`src/lmon_pkg.sv`:
```
// constants, layouts and carrier types of the line monitor block
// assumes a single 40 MHz clock and 8-bit register frames from the link
package lmon_pkg;

  // ****************************************
  // timing
  // ****************************************
  localparam int unsigned CLK_HZ        = 40_000_000;
  localparam int unsigned CYC_PER_US    = CLK_HZ / 1_000_000;
  localparam int unsigned CYC_PER_MS    = CLK_HZ / 1_000;
  localparam int unsigned LATENCY_US    = 250;
  localparam int unsigned SETTLE_128_MS = 128;
  localparam int unsigned SETTLE_64_MS  = 64;
  localparam int unsigned SETTLE_8_MS   = 8;
  localparam int unsigned SETTLE_512_MS = 512;
  localparam int unsigned RCAL_MS       = 17;
  localparam int unsigned ACAL_MS       = 256;
  localparam int unsigned LATENCY_CYC   = LATENCY_US * CYC_PER_US;
  localparam int unsigned SETTLE_128_CYC = SETTLE_128_MS * CYC_PER_MS;
  localparam int unsigned SETTLE_64_CYC = SETTLE_64_MS * CYC_PER_MS;
  localparam int unsigned SETTLE_8_CYC  = SETTLE_8_MS * CYC_PER_MS;
  localparam int unsigned SETTLE_512_CYC = SETTLE_512_MS * CYC_PER_MS;
  localparam int unsigned RCAL_CYC      = RCAL_MS * CYC_PER_MS;
  localparam int unsigned ACAL_CYC      = ACAL_MS * CYC_PER_MS;
  localparam int unsigned TIMER_W       = 25;

  // ****************************************
  // register offsets
  // ****************************************
  localparam logic [5:0] REG_IRQ_CFG   = 6'h02;
  localparam logic [5:0] REG_IRQ_MASK  = 6'h03;
  localparam logic [5:0] REG_IRQ_FLAG  = 6'h04;
  localparam logic [5:0] REG_HOOK      = 6'h05;
  localparam logic [5:0] REG_LINK_STAT = 6'h0c;
  localparam logic [5:0] REG_CONV_CAL  = 6'h11;
  localparam logic [5:0] REG_LINE_STAT = 6'h13;
  localparam logic [5:0] REG_RES_CAL   = 6'h19;
  localparam logic [5:0] REG_CUR_FINE  = 6'h1c;
  localparam logic [5:0] REG_LINE_VOLT = 6'h1d;
  localparam logic [5:0] REG_HOOK_CFG  = 6'h1f;
  localparam logic [5:0] REG_THR_VAL   = 6'h2b;
  localparam logic [5:0] REG_THR_CFG   = 6'h2c;

  // ****************************************
  // field positions
  // ****************************************
  localparam int unsigned BIT_IRQ_OUTPUT_ENABLE  = 7;
  localparam int unsigned BIT_IRQ_OUTPUT_POLARITY  = 6;
  localparam int unsigned BIT_RING  = 7;
  localparam int unsigned SRC_LSB   = 2;
  localparam int unsigned SRC_MSB   = 6;
  localparam int unsigned BIT_POL   = 0;
  localparam int unsigned BIT_HOOK  = 0;
  localparam int unsigned BIT_RDT   = 2;
  localparam int unsigned BIT_FDT   = 6;
  localparam int unsigned BIT_CONVERTER_CAL_DISABLE  = 5;
  localparam int unsigned BIT_DOD   = 1;
  localparam int unsigned BIT_RESISTOR_CAL_DISABLE = 5;
  localparam int unsigned BIT_VOLTAGE_ZERO_FORCE_DISABLE  = 0;
  localparam int unsigned FOH_LSB   = 5;
  localparam int unsigned THR_DIR   = 0;
  localparam int unsigned THR_EN    = 1;
  localparam int unsigned THR_SEL   = 2;
  localparam int unsigned THR_FLAG  = 3;

  // ****************************************
  // values
  // ****************************************
  localparam logic [7:0] IRQ_MASK_USED  = 8'hfd;
  localparam logic [7:0] VOLT_ZERO_LIMIT = 8'h03;
  localparam logic [1:0] FOH_128 = 2'h0;
  localparam logic [1:0] FOH_64  = 2'h1;
  localparam logic [1:0] FOH_8   = 2'h2;
  localparam logic [1:0] FOH_512 = 2'h3;
  localparam logic [7:0] IRQ_CFG_RST = 8'h00;
  localparam logic [7:0] THR_RST     = 8'h00;

  // ****************************************
  // types
  // ****************************************
  typedef enum logic [2:0] {
    SEQ_ONHOOK, SEQ_LATENCY, SEQ_SETTLE, SEQ_RCAL, SEQ_ACAL, SEQ_READY
  } seq_state_t;

  typedef struct packed {
    logic       wr;
    logic       rd;
    logic [5:0] addr;
    logic [7:0] wdata;
  } reg_req_t;

  typedef struct packed {
    logic [4:0] coarse;
    logic [7:0] fine;
    logic [7:0] volt;
  } meas_t;

  typedef struct packed {
    seq_state_t seq;
    logic [7:0] irq_cfg;
    logic [7:0] irq_mask;
    logic [7:0] irq_flag;
    logic       hook;
    logic [1:0] foh;
    logic       voltage_zero_force_disable;
    logic       resistor_cal_disable;
    logic       converter_cal_disable;
    logic [7:0] thr_val;
    logic [3:0] thr_cfg;
    logic [7:0] line_voltage_sense;
    logic [4:0] lcs;
    logic [7:0] lcs2;
    logic [7:0] mag_prev;
    logic       ring_detect_status;
    logic       ring_prev;
    logic [7:0] rdata;
  } lmon_state_t;

  localparam lmon_state_t LMON_RST = '{
    seq: SEQ_ONHOOK, irq_cfg: IRQ_CFG_RST, foh: FOH_128, thr_val: THR_RST,
    default: '0};

endpackage

```
`src/phase_timer.sv`:
```
// down counter timing one phase of the off-hook sequence
// assumes load values of at least one
`timescale 1ns/100ps
module phase_timer #(
  parameter int unsigned W = 25
) (
  input  wire logic         clk,      // system clock
  input  wire logic         rst,      // sync reset, high
  input  wire logic         load,     // start a phase
  input  wire logic         abort,    // drop the phase
  input  wire logic [W-1:0] load_val, // phase length in cycles
  output logic              busy,     // phase running
  output logic              done      // last cycle of phase
);

  typedef struct packed {
    logic         armed;
    logic [W-1:0] cnt;
  } tmr_state_t;

  tmr_state_t t_r;
  tmr_state_t t_nxt;

  if (W < 2) begin : g_bad_w
    $error("phase_timer width too small");
  end

  assign busy = t_r.armed;
  assign done = t_r.armed && (t_r.cnt == W'(1));

  always_comb begin
    t_nxt = t_r;
    if (abort) begin
      t_nxt.armed = 1'b0;
    end else if (load) begin
      t_nxt.armed = 1'b1;
      t_nxt.cnt   = load_val;
    end else if (done) begin
      t_nxt.armed = 1'b0;
    end else if (t_r.armed) begin
      t_nxt.cnt = t_r.cnt - W'(1);
    end
  end

  always_ff @(posedge clk) begin
    if (rst) begin
      t_r <= '0;
    end else begin
      t_r <= t_nxt;
    end
  end

endmodule // phase_timer

```
`src/line_monitor.sv`:
```
// line monitoring, off-hook sequencing and interrupt logic
// assumes register frames arrive as single-cycle read/write strobes
//
// How it works
// - coarse loop current, 5 bits, off-hook only
// - fine loop current, 8 bits, off-hook only
// - line voltage reported on and off hook
// - voltage two's complement, bit 7 polarity
// - polarity toggle sets flag, cleared writing zero
// - polarity event drives pin when enabled
// - small voltages forced zero unless disabled
// - coarse codes pass through unchanged
// - 250 us latency before line side
// - settle counter, selectable duration
// - 17 ms resistor calibration unless disabled
// - 256 ms converter calibration unless disabled
// - pin gated by enable, polarity selectable
// - pin stays active until flags serviced
// - threshold on voltage or fine current
// - threshold fires on rise or fall
// - comparator uses magnitude only
// - measurements only taken with frame detected
// - off-hook event clears ring detect status
`timescale 1ns/100ps
module line_monitor #(
  parameter int unsigned LAT_CYC    = lmon_pkg::LATENCY_CYC,
  parameter int unsigned S128_CYC   = lmon_pkg::SETTLE_128_CYC,
  parameter int unsigned S64_CYC    = lmon_pkg::SETTLE_64_CYC,
  parameter int unsigned S8_CYC     = lmon_pkg::SETTLE_8_CYC,
  parameter int unsigned S512_CYC   = lmon_pkg::SETTLE_512_CYC,
  parameter int unsigned R_CAL_CYC  = lmon_pkg::RCAL_CYC,
  parameter int unsigned A_CAL_CYC  = lmon_pkg::ACAL_CYC
) (
  input  wire logic             clk,            // 40 MHz clock
  input  wire logic             rst,            // sync reset, high
  input  wire lmon_pkg::reg_req_t req,          // register frame strobe
  output logic [7:0]            reg_rdata,      // read data, next cycle
  input  wire lmon_pkg::meas_t  meas,           // line side samples
  input  wire logic             frame_ok,       // line side link up
  input  wire logic             ring_detect_in, // ring one-shot level
  input  wire logic             dropout_in,     // line supply collapsed
  input  wire logic [4:0]       src_events,     // other irq sources
  output logic                  offhook_cmd,    // hook request to line
  output logic                  line_offhook,   // line side off-hook
  output logic                  path_enable,    // tx/rx allowed
  output logic                  rcal_active,    // resistor cal running
  output logic                  acal_active,    // converter cal running
  output logic                  irq_output_pin  // interrupt pin
);

  localparam int unsigned TW = lmon_pkg::TIMER_W;

  // ****************************************
  // elaboration checks
  // ****************************************
  if (LAT_CYC == 0 || S128_CYC == 0 || S64_CYC == 0 || S8_CYC == 0 ||
      S512_CYC == 0 || R_CAL_CYC == 0 || A_CAL_CYC == 0) begin : g_bad0
    $error("phase lengths must be at least one cycle");
  end
  if (LAT_CYC >= 2**TW || S512_CYC >= 2**TW || A_CAL_CYC >= 2**TW ||
      S128_CYC >= 2**TW || R_CAL_CYC >= 2**TW) begin : g_badw
    $error("phase length exceeds timer width");
  end

  // ****************************************
  // functions
  // ****************************************
  function automatic logic [7:0] mag8(input logic [7:0] v);
    return v[7] ? 8'(~v + 8'h01) : v;
  endfunction

  function automatic logic [TW-1:0] settle_len(input logic [1:0] sel);
    logic [TW-1:0] r;
    unique case (sel)
      lmon_pkg::FOH_128: r = TW'(S128_CYC);
      lmon_pkg::FOH_64:  r = TW'(S64_CYC);
      lmon_pkg::FOH_8:   r = TW'(S8_CYC);
      lmon_pkg::FOH_512: r = TW'(S512_CYC);
    endcase
    return r;
  endfunction

  // ****************************************
  // state
  // ****************************************
  lmon_pkg::lmon_state_t s_r;
  lmon_pkg::lmon_state_t s_nxt;
  logic                  t_load;
  logic                  t_abort;
  logic [TW-1:0]         t_val;
  logic                  t_done;
  logic                  t_busy;
  logic                  offhook_evt;
  logic                  pol_evt;
  logic                  thr_evt;
  logic                  ring_rise;
  logic                  irq_active;
  logic [7:0]            lvs_new;
  logic [7:0]            cur_mag;
  logic [7:0]            set_vec;
  logic [7:0]            flag_base;
  logic                  thr_flag_base;

  phase_timer #(.W(TW)) u_timer (
    .clk      (clk),
    .rst      (rst),
    .load     (t_load),
    .abort    (t_abort),
    .load_val (t_val),
    .busy     (t_busy),
    .done     (t_done)
  );

  // ****************************************
  // outputs
  // ****************************************
  assign reg_rdata    = s_r.rdata;
  assign offhook_cmd  = s_r.hook;
  assign line_offhook = (s_r.seq != lmon_pkg::SEQ_ONHOOK) &&
                        (s_r.seq != lmon_pkg::SEQ_LATENCY);
  assign path_enable  = s_r.seq == lmon_pkg::SEQ_READY;
  assign rcal_active  = s_r.seq == lmon_pkg::SEQ_RCAL;
  assign acal_active  = s_r.seq == lmon_pkg::SEQ_ACAL;

  assign irq_active = s_r.irq_cfg[lmon_pkg::BIT_IRQ_OUTPUT_ENABLE] &&
      ((|(s_r.irq_flag & s_r.irq_mask)) ||
       (s_r.thr_cfg[lmon_pkg::THR_EN] && s_r.thr_cfg[lmon_pkg::THR_FLAG]));
  assign irq_output_pin = s_r.irq_cfg[lmon_pkg::BIT_IRQ_OUTPUT_POLARITY] ?
                          irq_active : ~irq_active;

  // ****************************************
  // next state
  // ****************************************
  always_comb begin
    s_nxt       = s_r;
    t_load      = 1'b0;
    t_abort     = 1'b0;
    t_val       = TW'(LAT_CYC);
    offhook_evt = 1'b0;
    pol_evt     = 1'b0;
    thr_evt     = 1'b0;

    // off-hook sequence
    unique case (s_r.seq)
      lmon_pkg::SEQ_ONHOOK: begin
        if (s_r.hook) begin
          t_load    = 1'b1;
          s_nxt.seq = lmon_pkg::SEQ_LATENCY;
        end
      end
      lmon_pkg::SEQ_LATENCY: begin
        if (t_done) begin
          t_load      = 1'b1;
          t_val       = settle_len(s_r.foh);
          offhook_evt = 1'b1;
          s_nxt.seq   = lmon_pkg::SEQ_SETTLE;
        end
      end
      lmon_pkg::SEQ_SETTLE: begin
        if (t_done) begin
          if (!s_r.resistor_cal_disable) begin
            t_load    = 1'b1;
            t_val     = TW'(R_CAL_CYC);
            s_nxt.seq = lmon_pkg::SEQ_RCAL;
          end else if (!s_r.converter_cal_disable) begin
            t_load    = 1'b1;
            t_val     = TW'(A_CAL_CYC);
            s_nxt.seq = lmon_pkg::SEQ_ACAL;
          end else begin
            s_nxt.seq = lmon_pkg::SEQ_READY;
          end
        end
      end
      lmon_pkg::SEQ_RCAL: begin
        if (t_done) begin
          if (!s_r.converter_cal_disable) begin
            t_load    = 1'b1;
            t_val     = TW'(A_CAL_CYC);
            s_nxt.seq = lmon_pkg::SEQ_ACAL;
          end else begin
            s_nxt.seq = lmon_pkg::SEQ_READY;
          end
        end
      end
      lmon_pkg::SEQ_ACAL: begin
        if (t_done) begin
          s_nxt.seq = lmon_pkg::SEQ_READY;
        end
      end
      lmon_pkg::SEQ_READY: begin
      end
      default: begin
        s_nxt.seq = lmon_pkg::SEQ_ONHOOK;
      end
    endcase
    if (!s_r.hook && s_r.seq != lmon_pkg::SEQ_ONHOOK) begin
      t_load    = 1'b0;
      t_abort   = 1'b1;
      s_nxt.seq = lmon_pkg::SEQ_ONHOOK;
    end

    // measurements, taken only while the link is up
    lvs_new = (!s_r.voltage_zero_force_disable && mag8(meas.volt) <= lmon_pkg::VOLT_ZERO_LIMIT) ?
              8'h00 : meas.volt;
    cur_mag = s_r.thr_cfg[lmon_pkg::THR_SEL] ? s_r.lcs2 : mag8(s_r.line_voltage_sense);
    if (frame_ok) begin
      s_nxt.line_voltage_sense  = lvs_new;
      s_nxt.lcs  = line_offhook ? meas.coarse : 5'h00;
      s_nxt.lcs2 = line_offhook ? meas.fine : 8'h00;
      pol_evt    = lvs_new[7] ^ s_r.line_voltage_sense[7];
      s_nxt.mag_prev = cur_mag;
      if (s_r.thr_cfg[lmon_pkg::THR_DIR]) begin
        thr_evt = (s_r.mag_prev >= s_r.thr_val) && (cur_mag < s_r.thr_val);
      end else begin
        thr_evt = (s_r.mag_prev <= s_r.thr_val) && (cur_mag > s_r.thr_val);
      end
    end

    // ring detect status
    ring_rise       = ring_detect_in && !s_r.ring_prev;
    s_nxt.ring_prev = ring_detect_in;
    s_nxt.ring_detect_status = offhook_evt ? 1'b0 :
                (ring_detect_in && (s_r.ring_detect_status || ring_rise));

    // sticky flags, a set in the clearing cycle wins
    set_vec = 8'h00;
    set_vec[lmon_pkg::BIT_RING] = ring_rise;
    set_vec[lmon_pkg::SRC_MSB:lmon_pkg::SRC_LSB] = src_events;
    set_vec[lmon_pkg::BIT_POL] = pol_evt;
    flag_base     = s_r.irq_flag;
    thr_flag_base = s_r.thr_cfg[lmon_pkg::THR_FLAG];

    // register writes
    if (req.wr) begin
      unique case (req.addr)
        lmon_pkg::REG_IRQ_CFG:  s_nxt.irq_cfg = req.wdata;
        lmon_pkg::REG_IRQ_MASK: s_nxt.irq_mask =
                                req.wdata & lmon_pkg::IRQ_MASK_USED;
        lmon_pkg::REG_IRQ_FLAG: flag_base = s_r.irq_flag & req.wdata;
        lmon_pkg::REG_HOOK:     s_nxt.hook = req.wdata[lmon_pkg::BIT_HOOK];
        lmon_pkg::REG_CONV_CAL: s_nxt.converter_cal_disable = req.wdata[lmon_pkg::BIT_CONVERTER_CAL_DISABLE];
        lmon_pkg::REG_RES_CAL:  s_nxt.resistor_cal_disable = req.wdata[lmon_pkg::BIT_RESISTOR_CAL_DISABLE];
        lmon_pkg::REG_HOOK_CFG: begin
          s_nxt.foh  = req.wdata[lmon_pkg::FOH_LSB +: 2];
          s_nxt.voltage_zero_force_disable = req.wdata[lmon_pkg::BIT_VOLTAGE_ZERO_FORCE_DISABLE];
        end
        lmon_pkg::REG_THR_VAL:  s_nxt.thr_val = req.wdata;
        lmon_pkg::REG_THR_CFG: begin
          s_nxt.thr_cfg[2:0] = req.wdata[2:0];
          thr_flag_base = thr_flag_base & req.wdata[lmon_pkg::THR_FLAG];
        end
        default: begin end
      endcase
    end
    s_nxt.irq_flag = (flag_base | set_vec) & lmon_pkg::IRQ_MASK_USED;
    s_nxt.thr_cfg[lmon_pkg::THR_FLAG] = thr_flag_base | thr_evt;

    // register reads
    if (req.rd) begin
      s_nxt.rdata = 8'h00;
      unique case (req.addr)
        lmon_pkg::REG_IRQ_CFG:   s_nxt.rdata = s_r.irq_cfg;
        lmon_pkg::REG_IRQ_MASK:  s_nxt.rdata = s_r.irq_mask;
        lmon_pkg::REG_IRQ_FLAG:  s_nxt.rdata = s_r.irq_flag;
        lmon_pkg::REG_HOOK: begin
          s_nxt.rdata[lmon_pkg::BIT_HOOK] = s_r.hook;
          s_nxt.rdata[lmon_pkg::BIT_RDT]  = s_r.ring_detect_status;
        end
        lmon_pkg::REG_LINK_STAT: begin
          s_nxt.rdata[lmon_pkg::BIT_FDT] = frame_ok;
          s_nxt.rdata[4:0] = s_r.lcs;
        end
        lmon_pkg::REG_CONV_CAL:  s_nxt.rdata[lmon_pkg::BIT_CONVERTER_CAL_DISABLE] = s_r.converter_cal_disable;
        lmon_pkg::REG_LINE_STAT: s_nxt.rdata[lmon_pkg::BIT_DOD] = dropout_in;
        lmon_pkg::REG_RES_CAL:   s_nxt.rdata[lmon_pkg::BIT_RESISTOR_CAL_DISABLE] = s_r.resistor_cal_disable;
        lmon_pkg::REG_CUR_FINE:  s_nxt.rdata = s_r.lcs2;
        lmon_pkg::REG_LINE_VOLT: s_nxt.rdata = s_r.line_voltage_sense;
        lmon_pkg::REG_HOOK_CFG: begin
          s_nxt.rdata[lmon_pkg::FOH_LSB +: 2] = s_r.foh;
          s_nxt.rdata[lmon_pkg::BIT_VOLTAGE_ZERO_FORCE_DISABLE] = s_r.voltage_zero_force_disable;
        end
        lmon_pkg::REG_THR_VAL:   s_nxt.rdata = s_r.thr_val;
        lmon_pkg::REG_THR_CFG:   s_nxt.rdata[3:0] = s_r.thr_cfg;
        default: begin end
      endcase
    end
  end

  always_ff @(posedge clk) begin
    if (rst) begin
      s_r <= lmon_pkg::LMON_RST;
    end else begin
      s_r <= s_nxt;
    end
  end

  // ****************************************
  // assertions
  // ****************************************
  int unsigned dwell_r;

  always_ff @(posedge clk) begin
    if (rst || s_nxt.seq != s_r.seq) begin
      dwell_r <= 0;
    end else begin
      dwell_r <= dwell_r + 1;
    end
  end
endmodule // line_monitor

```
`config.mk`:
```
export PLATFORM = sky130hd
export DESIGN_NAME = line_monitor
export DESIGN_NICKNAME = d
export VERILOG_FILES = /design/src/lmon_pkg.sv /design/src/phase_timer.sv /design/src/line_monitor.sv
export SDC_FILE = /design/constraint.sdc
export NUM_CORES = 1
export LEC_CHECK = 0
export BUFFER_PORTS_ARGS = -buffer_cell sky130_fd_sc_hd__buf_2
export CAP_MARGIN = 20
export CORE_MARGIN = 5
export CORE_UTILIZATION = 33
export DETAILED_ROUTE_END_ITERATION = 12
export PLACE_DENSITY_LB_ADDON = 0.25
export SETUP_SLACK_MARGIN = 0.4
export SLEW_MARGIN = 10
export SYNTH_ARGS = -nofsm -noshare
export SYNTH_HDL_FRONTEND = slang
export SYNTH_SLANG_ARGS = --single-unit
```
`constraint.sdc`:
```
create_clock -name clk -period 8.71 [get_ports clk]
set_input_delay 0 -clock clk [delete_from_list [all_inputs] [get_ports clk]]
set_output_delay 0 -clock clk [all_outputs]
set_load 0.05 [all_outputs]
```
==> results.ini, run 1 <==
[outcome]
status = finished clean

[floorplan]
fp.dieW_um = 147
io_pins = 61
die_area_um2 = 21600
initial_utilization_pct = 33.2
die_height_um = 147
core_um2 = 18600
rows = 50

[logic_synthesis]
synth_edf_count = 0
synth.avg_cell_area_um2 = 7.94
synthArstFlopShare_pct = 0
syn_nets = 851
netlist_area_um2 = 6180
yosysTopAreaCellShare_pct = 35.0
yosysMostFrequentCell = dfxtp_1
yosysSeqAreaShare_pct = 35.0
synthTopCellsByArea = dfxtp_1 35%, a21oi_1 6.6%, ha_1 5.3%
ys_warn_count = 0
synth_flop_cell = dfxtp_1
synth_area_leader_cell = dfxtp_1
syn_inst = 778
synthDistinctLibCells = 62
synth-seq-cells = 108
synth_commonest_cells = 108 x dfxtp_1, 81 x a21oi_1, 74 x nand2_1

[route]
avgViaCountPerCell = 5.36
vias = 5775
drt-total-wl_um = 18600
wl_per_cell_um = 17.3
drtIter0Drc = 408
drtAntennaViolNets = 0
first_pass_iters = 5
remaining_drc_errors = 0

[timing]
period_minus_slack_ns = 3.09
setup_tns_ns = 0
tightest_slew_ns = 0.933
fin_skew_ns = 0.00527
max_freq_mhz = 324
finalMaxSlewViolations = 0
rsz0062_at_grt = false
fin_crit_sh_pct = 35.4
finalSetupViolCount = 0
finalHoldViolCount = 0
max_slew_margin_pct = 37.3

[clock_tree]
cts_made_buffers = 9
cts_root_buffer = clkbuf_16
cts_buffer_depth = 2
postCtsSetupBuffers = 0
cts_resized = 0
cts_tree = done
path_clk_slew_ns = 0.07
hold_buffers = 37
clk_latency_ns = 0.35
cts.sinks = 108
cts-htree-levels = 3

[global_route]
grt_pass1_wl_um = 30000
antenna_found_initial = 0
grt_max_degree = 76
grt_pass1_vias = 5594
grt_util_all_layers_pct = 17.2
grt-ovfl-total = 0

[worst_setup_path]
cp-start-kind = register
path_max_fanout = 4
r2r_start = s_r[31]$_SDFFE_PP0P_
startpoint = s_r[31]$_SDFFE_PP0P_
required_ns = 8.99
crit_buf_inv = 1
endpoint_kind = register
arrival_ns = 3.37
cp_top_family = simple AND/OR/NAND/NOR gates
cp_common_cell = ha_1
crit_chain = inv_1 > ha_1 > or3b_2 > o31ai_1 > xnor2_1 > mux2_2 > ha_1 > nand4_1 > a21oi_1 > a211oi_1 > or4_1 > o221ai_1
path_class = reg2reg
critical_path.max_stage_delay_ns = 0.51
cpMaxStageDelayCell = or4_1

[finish]
diodes = 0
drive_gt1_share_pct = 12.5
fillers = 1942
fin_nets = 911
multi_input_area_um2 = 3660
final_area_um2 = 7290
syn2layout_area_growth_pct = 18.0
seq_area_um2 = 2160

[power]
ir_worst_vdd_mv = 0.0874
cellLeakagePower_nw = 2.71
powerDensity_nw_per_um2 = 152

[placed_design]
hpwl_um = 13300
io_buffers = 60
dpl_cell_area_um2 = 6580
place.gp.congestion = 0.854

[worst_hold_path]
min-delay-path-class = in2reg
hp-start = rst

[job]
drv_cap = 0

[cell type report]
| type | count | area share [%] |
|---|---|---|
| clock buffers | 11 | 3.47 |
| flip-flops and latches | 108 | 29.7 |
| clock inverters | 5 | 1.12 |
| repair buffers | 104 | 9.96 |
| inverters | 29 | 1.49 |
| multi-input cells | 586 | 50.3 |
| well taps | 234 | 4.02 |
[worst paths after layout]
kind	endpoint	slack (ns)	cells after the start
min	u_timer.t_r[8]$_SDFFE_PP0P_	0.05	2
max	s_r[42]$_SDFF_PP0_	5.62	12
min reg2reg	s_r[78]$_SDFFE_PP0P_	0.46	2
max reg2reg	s_r[42]$_SDFF_PP0_	5.62	12
[flip-flops by register name, indices dropped and copies added (netlist names)]
name	flops
offhook_cmd	1
reg_rdata	8
s_r	73
u_timer.busy	1
u_timer.t_r	25
[through the flow]
stage	utilization, %	std cells	worst slack (ns)	hold WS (ns)	total power (W)
after detailed placement	35.4	1024	5.67	0.241	0.000645
after global placement	35.4	1024	5.72	0.235	0.000646
final	39.2	1077	5.62	0.0506	0.00111
after floorplan	-	778	5.86	0.129	0.000608
after global routing	39.2	1077	5.41	0.0555	0.00115
after CTS	39.2	1077	5.64	0.0374	0.00112
[per-layer routing]
metal / track usage, % / vias to the layer above / routed length [µm]
met3: 2.99 / 21 / 668
met2: 28.1 / 112 / 8710
met4: 5.03 / 0 / 374
met1: 23.4 / 2727 / 8850
li1: - / 2915 / -
met5: 0 / - / 0
[placed cells by master (no fill, tap or decap), drive strengths merged, types with 3 or more instances in the layout]
cell,n
buf,67
xnor2,9
nor4b,4
nand4,15
and3,3
a21o,3
or2,5
a211oi,14
a2bb2oi,3
or4,6
clkbuf,11
inv,30
or3,5
a311oi,5
o211ai,5
a21oi,81
dfxtp,108
o21ai,32
nor4,21
nand2,74
o31ai,4
nand4b,4
nor2b,14
a22oi,12
mux2i,18
nor3,25
nand3,50
xor2,14
nand2b,22
dlygate4sd3,37
nor2,72
ha,26
a22o,5
a221oi,8
[where the power goes]
| part | switching (W) | total, W | internal [W] |
|---|---|---|---|
| sequential | 0.0000115 | 0.000516 | 0.000505 |
| combinational | 0.0000758 | 0.000131 | 0.0000551 |
| clock | 0.000194 | 0.000463 | 0.000269 |
[logic make-up after synthesis]
kind of cell | share of synthesized area (%)
fa+ha+maj | 5.27
xor+xnor | 3.26
buf+inv | 5.87
simple gates | 28.4
mux | 3.28
flops | 35.0
compound gates | 18.9
No activity file was read; power rests on OpenSTA's default activity.
==> run 2: changes to the inputs <==
Clock period 8.71 ns to 3.1 ns, I/O delays scaled along.
==> results.ini, run 2 (synthesis results as in run 1) <==
[finish]
drive_gt1_share_pct = 15.3  ; +2.8 points
syn2layout_area_growth_pct = 20.1
final_common_cell = dfxtp_1
mostFrequentLayoutCells = 106 x dfxtp_1, 80 x a21oi_1, 74 x nand2_1
fin_nets = 925  ; +1.5%
final_core_util_pct = 39.9  ; +0.71 points
regMostFlops = s_r
final_cell_count_no_fill = 1095  ; +1.7%
final_area_um2 = 7420  ; +1.8%
largest_reg_flops = 73  ; unchanged

[worst_setup_path]
crit_buf_inv = 2  ; +1
startpoint = s_r[31]$_SDFFE_PP0P_
crit_chain = inv_2 > ha_4 > or3b_4 > o31ai_4 > xnor2_1 > mux2_4 > ha_4 > nand4_1 > buf_4 > nor2_1 > or4_4 > o221ai_2
path_class = reg2reg
cp_common_cell = ha_4
required_ns = 3.39  ; -5.60 ns
r2r_start = s_r[31]$_SDFFE_PP0P_
cp-start-kind = register
endpoint_kind = register
path_max_fanout = 3  ; -1
critical_path.max_stage_delay_ns = 0.51  ; about the same
arrival_ns = 3.06  ; -0.31 ns
cp_top_family = simple AND/OR/NAND/NOR gates
cpMaxStageDelayCell = or4_4

[route]
wl_per_cell_um = 17.5  ; +1.3%
drtAntennaViolNets = 0  ; unchanged
drt-total-wl_um = 19200  ; +3.0%
drtIter0Drc = 392  ; -3.9%
remaining_drc_errors = 0  ; unchanged
first_pass_iters = 5  ; unchanged
avgViaCountPerCell = 5.39  ; +0.54%
vias = 5903  ; +2.2%

[clock_tree]
cts.sinks = 108  ; unchanged
cts_root_buffer = clkbuf_16
cts_buffer_depth = 2  ; unchanged
cts_tree = done
path_clk_slew_ns = 0.08  ; about the same
cts_made_buffers = 9  ; unchanged
clk_latency_ns = 0.36  ; about the same
cts-htree-levels = 3  ; unchanged

[timing]
finalMaxSlewViolations = 0  ; unchanged
fin_skew_ns = 0.00935  ; +0.00408 ns
setup_tns_ns = 0  ; unchanged
max_freq_mhz = 361  ; +11%
finalSetupViolCount = 0  ; unchanged
fin_crit_sh_pct = 89.3  ; +54 points
finalHoldViolCount = 0  ; unchanged
rsz0062_at_grt = true
max_slew_margin_pct = 35.6  ; -1.7 points
tightest_slew_ns = 0.959  ; +0.0255 ns
period_minus_slack_ns = 2.77  ; -0.317 ns

[floorplan]
rows = 50  ; unchanged
initial_utilization_pct = 33.2  ; unchanged
die_height_um = 147  ; unchanged
die_area_um2 = 21600  ; unchanged
io_pins = 61  ; unchanged
core_um2 = 18600  ; unchanged
fp.dieW_um = 147  ; unchanged

[global_route]
grt_pass1_vias = 5588  ; -0.11%
grt_max_degree = 75  ; -1.3%
grt_util_all_layers_pct = 17.6  ; +0.40 points
grt-ovfl-total = 0  ; unchanged
antenna_found_initial = 0  ; unchanged
grt_pass1_wl_um = 30500  ; +1.9%

[worst_hold_path]
min-delay-path-class = in2reg
hp-start = req[12]

[power]
powerDensity_nw_per_um2 = 400  ; +160%
finalPower_w = 0.00297  ; +170%
ir_worst_vdd_mv = 0.240  ; +170%
cellLeakagePower_nw = 2.77  ; +2.2%

[job]
drv_cap = 0  ; unchanged

[placed_design]
io_buffers = 60  ; unchanged
hpwl_um = 13700  ; +2.8%
dp.cells = 1033  ; +0.88%
dpl_cell_area_um2 = 6690  ; +1.6%
place.gp.congestion = 0.876  ; +2.6%

[outcome]
status = finished clean

run 2: cell count changes in the layout (fill, tap and decap cells not counted), sizes merged:
cell      delta
clkbuf       -1
clkinv       +2
clkinvlp     +1
diode        +4
bufinv       -2
buf         +14
run 2: final cells by class:
cell class / count / area [µm²]
Fill cell: 1884 / 11200
Sequential cell: 108 / 2160
Antenna cell: 4 / 10.0
Clock inverter: 6 / 48.8
Tap cell: 234 / 293
Timing Repair Buffer: 118 / 831
Clock buffer: 10 / 229
Inverter: 29 / 109
Multi-Input combinational cell: 586 / 3730
run 2: worst register-to-register path, stage by stage, from the launching register on:
cell	delay [ns]
dfxtp_2	0.34
inv_2	0.07
ha_4	0.12
or3b_4	0.38
o31ai_4	0.24
xnor2_1	0.11
mux2_4	0.30
ha_4	0.25
nand4_1	0.10
buf_4	0.12
nor2_1	0.04
or4_4	0.51
o221ai_2	0.13
run 2: timing repair:
action	CTS	global route
hold buffers	37	0
setup buffers	2	3
gates resized for setup	6	6
pin swaps	4	4
hold endpoints to repair	56	0
setup endpoints to repair	1	5
run 2: per-stage QoR:
step,setup WS (ns),hold slack (ns)
CTS,0.368,0.0192
global placement,0.346,0.236
floorplan,0.462,0.129
global route,0.219,0.0400
finish,0.330,0.0430
detailed placement,0.295,0.241
run 2: power breakdown:
group | switching (W) | internal (W) | total [W]
registers | 0.0000338 | 0.00142 | 0.00145
logic | 0.000226 | 0.000173 | 0.000399
clock network | 0.000563 | 0.000553 | 0.00112
total | 0.000823 | 0.00214 | 0.00297
run 2: layer usage:
metal | up-vias | part of all wire [%] | track usage, %
li1 | 2949 | - | -
met1 | 2780 | 47 | 24.3
met2 | 151 | 46 | 28.2
met3 | 23 | 5.3 | 3.45
met4 | 0 | 1.9 | 4.70
met5 | - | 0 | 0
run 2: worst paths after layout:
| kind | to | slack [ns] | depth (start not counted) |
|---|---|---|---|
| worst max-delay path | s_r[42]$_SDFF_PP0_ | 0.33 | 12 |
| worst min-delay path | reg_rdata[1]$_SDFFE_PP0P_ | 0.04 | 3 |
| worst max register to register | s_r[42]$_SDFF_PP0_ | 0.33 | 12 |
| worst min register to register | s_r[76]$_SDFFE_PP0P_ | 0.46 | 2 |
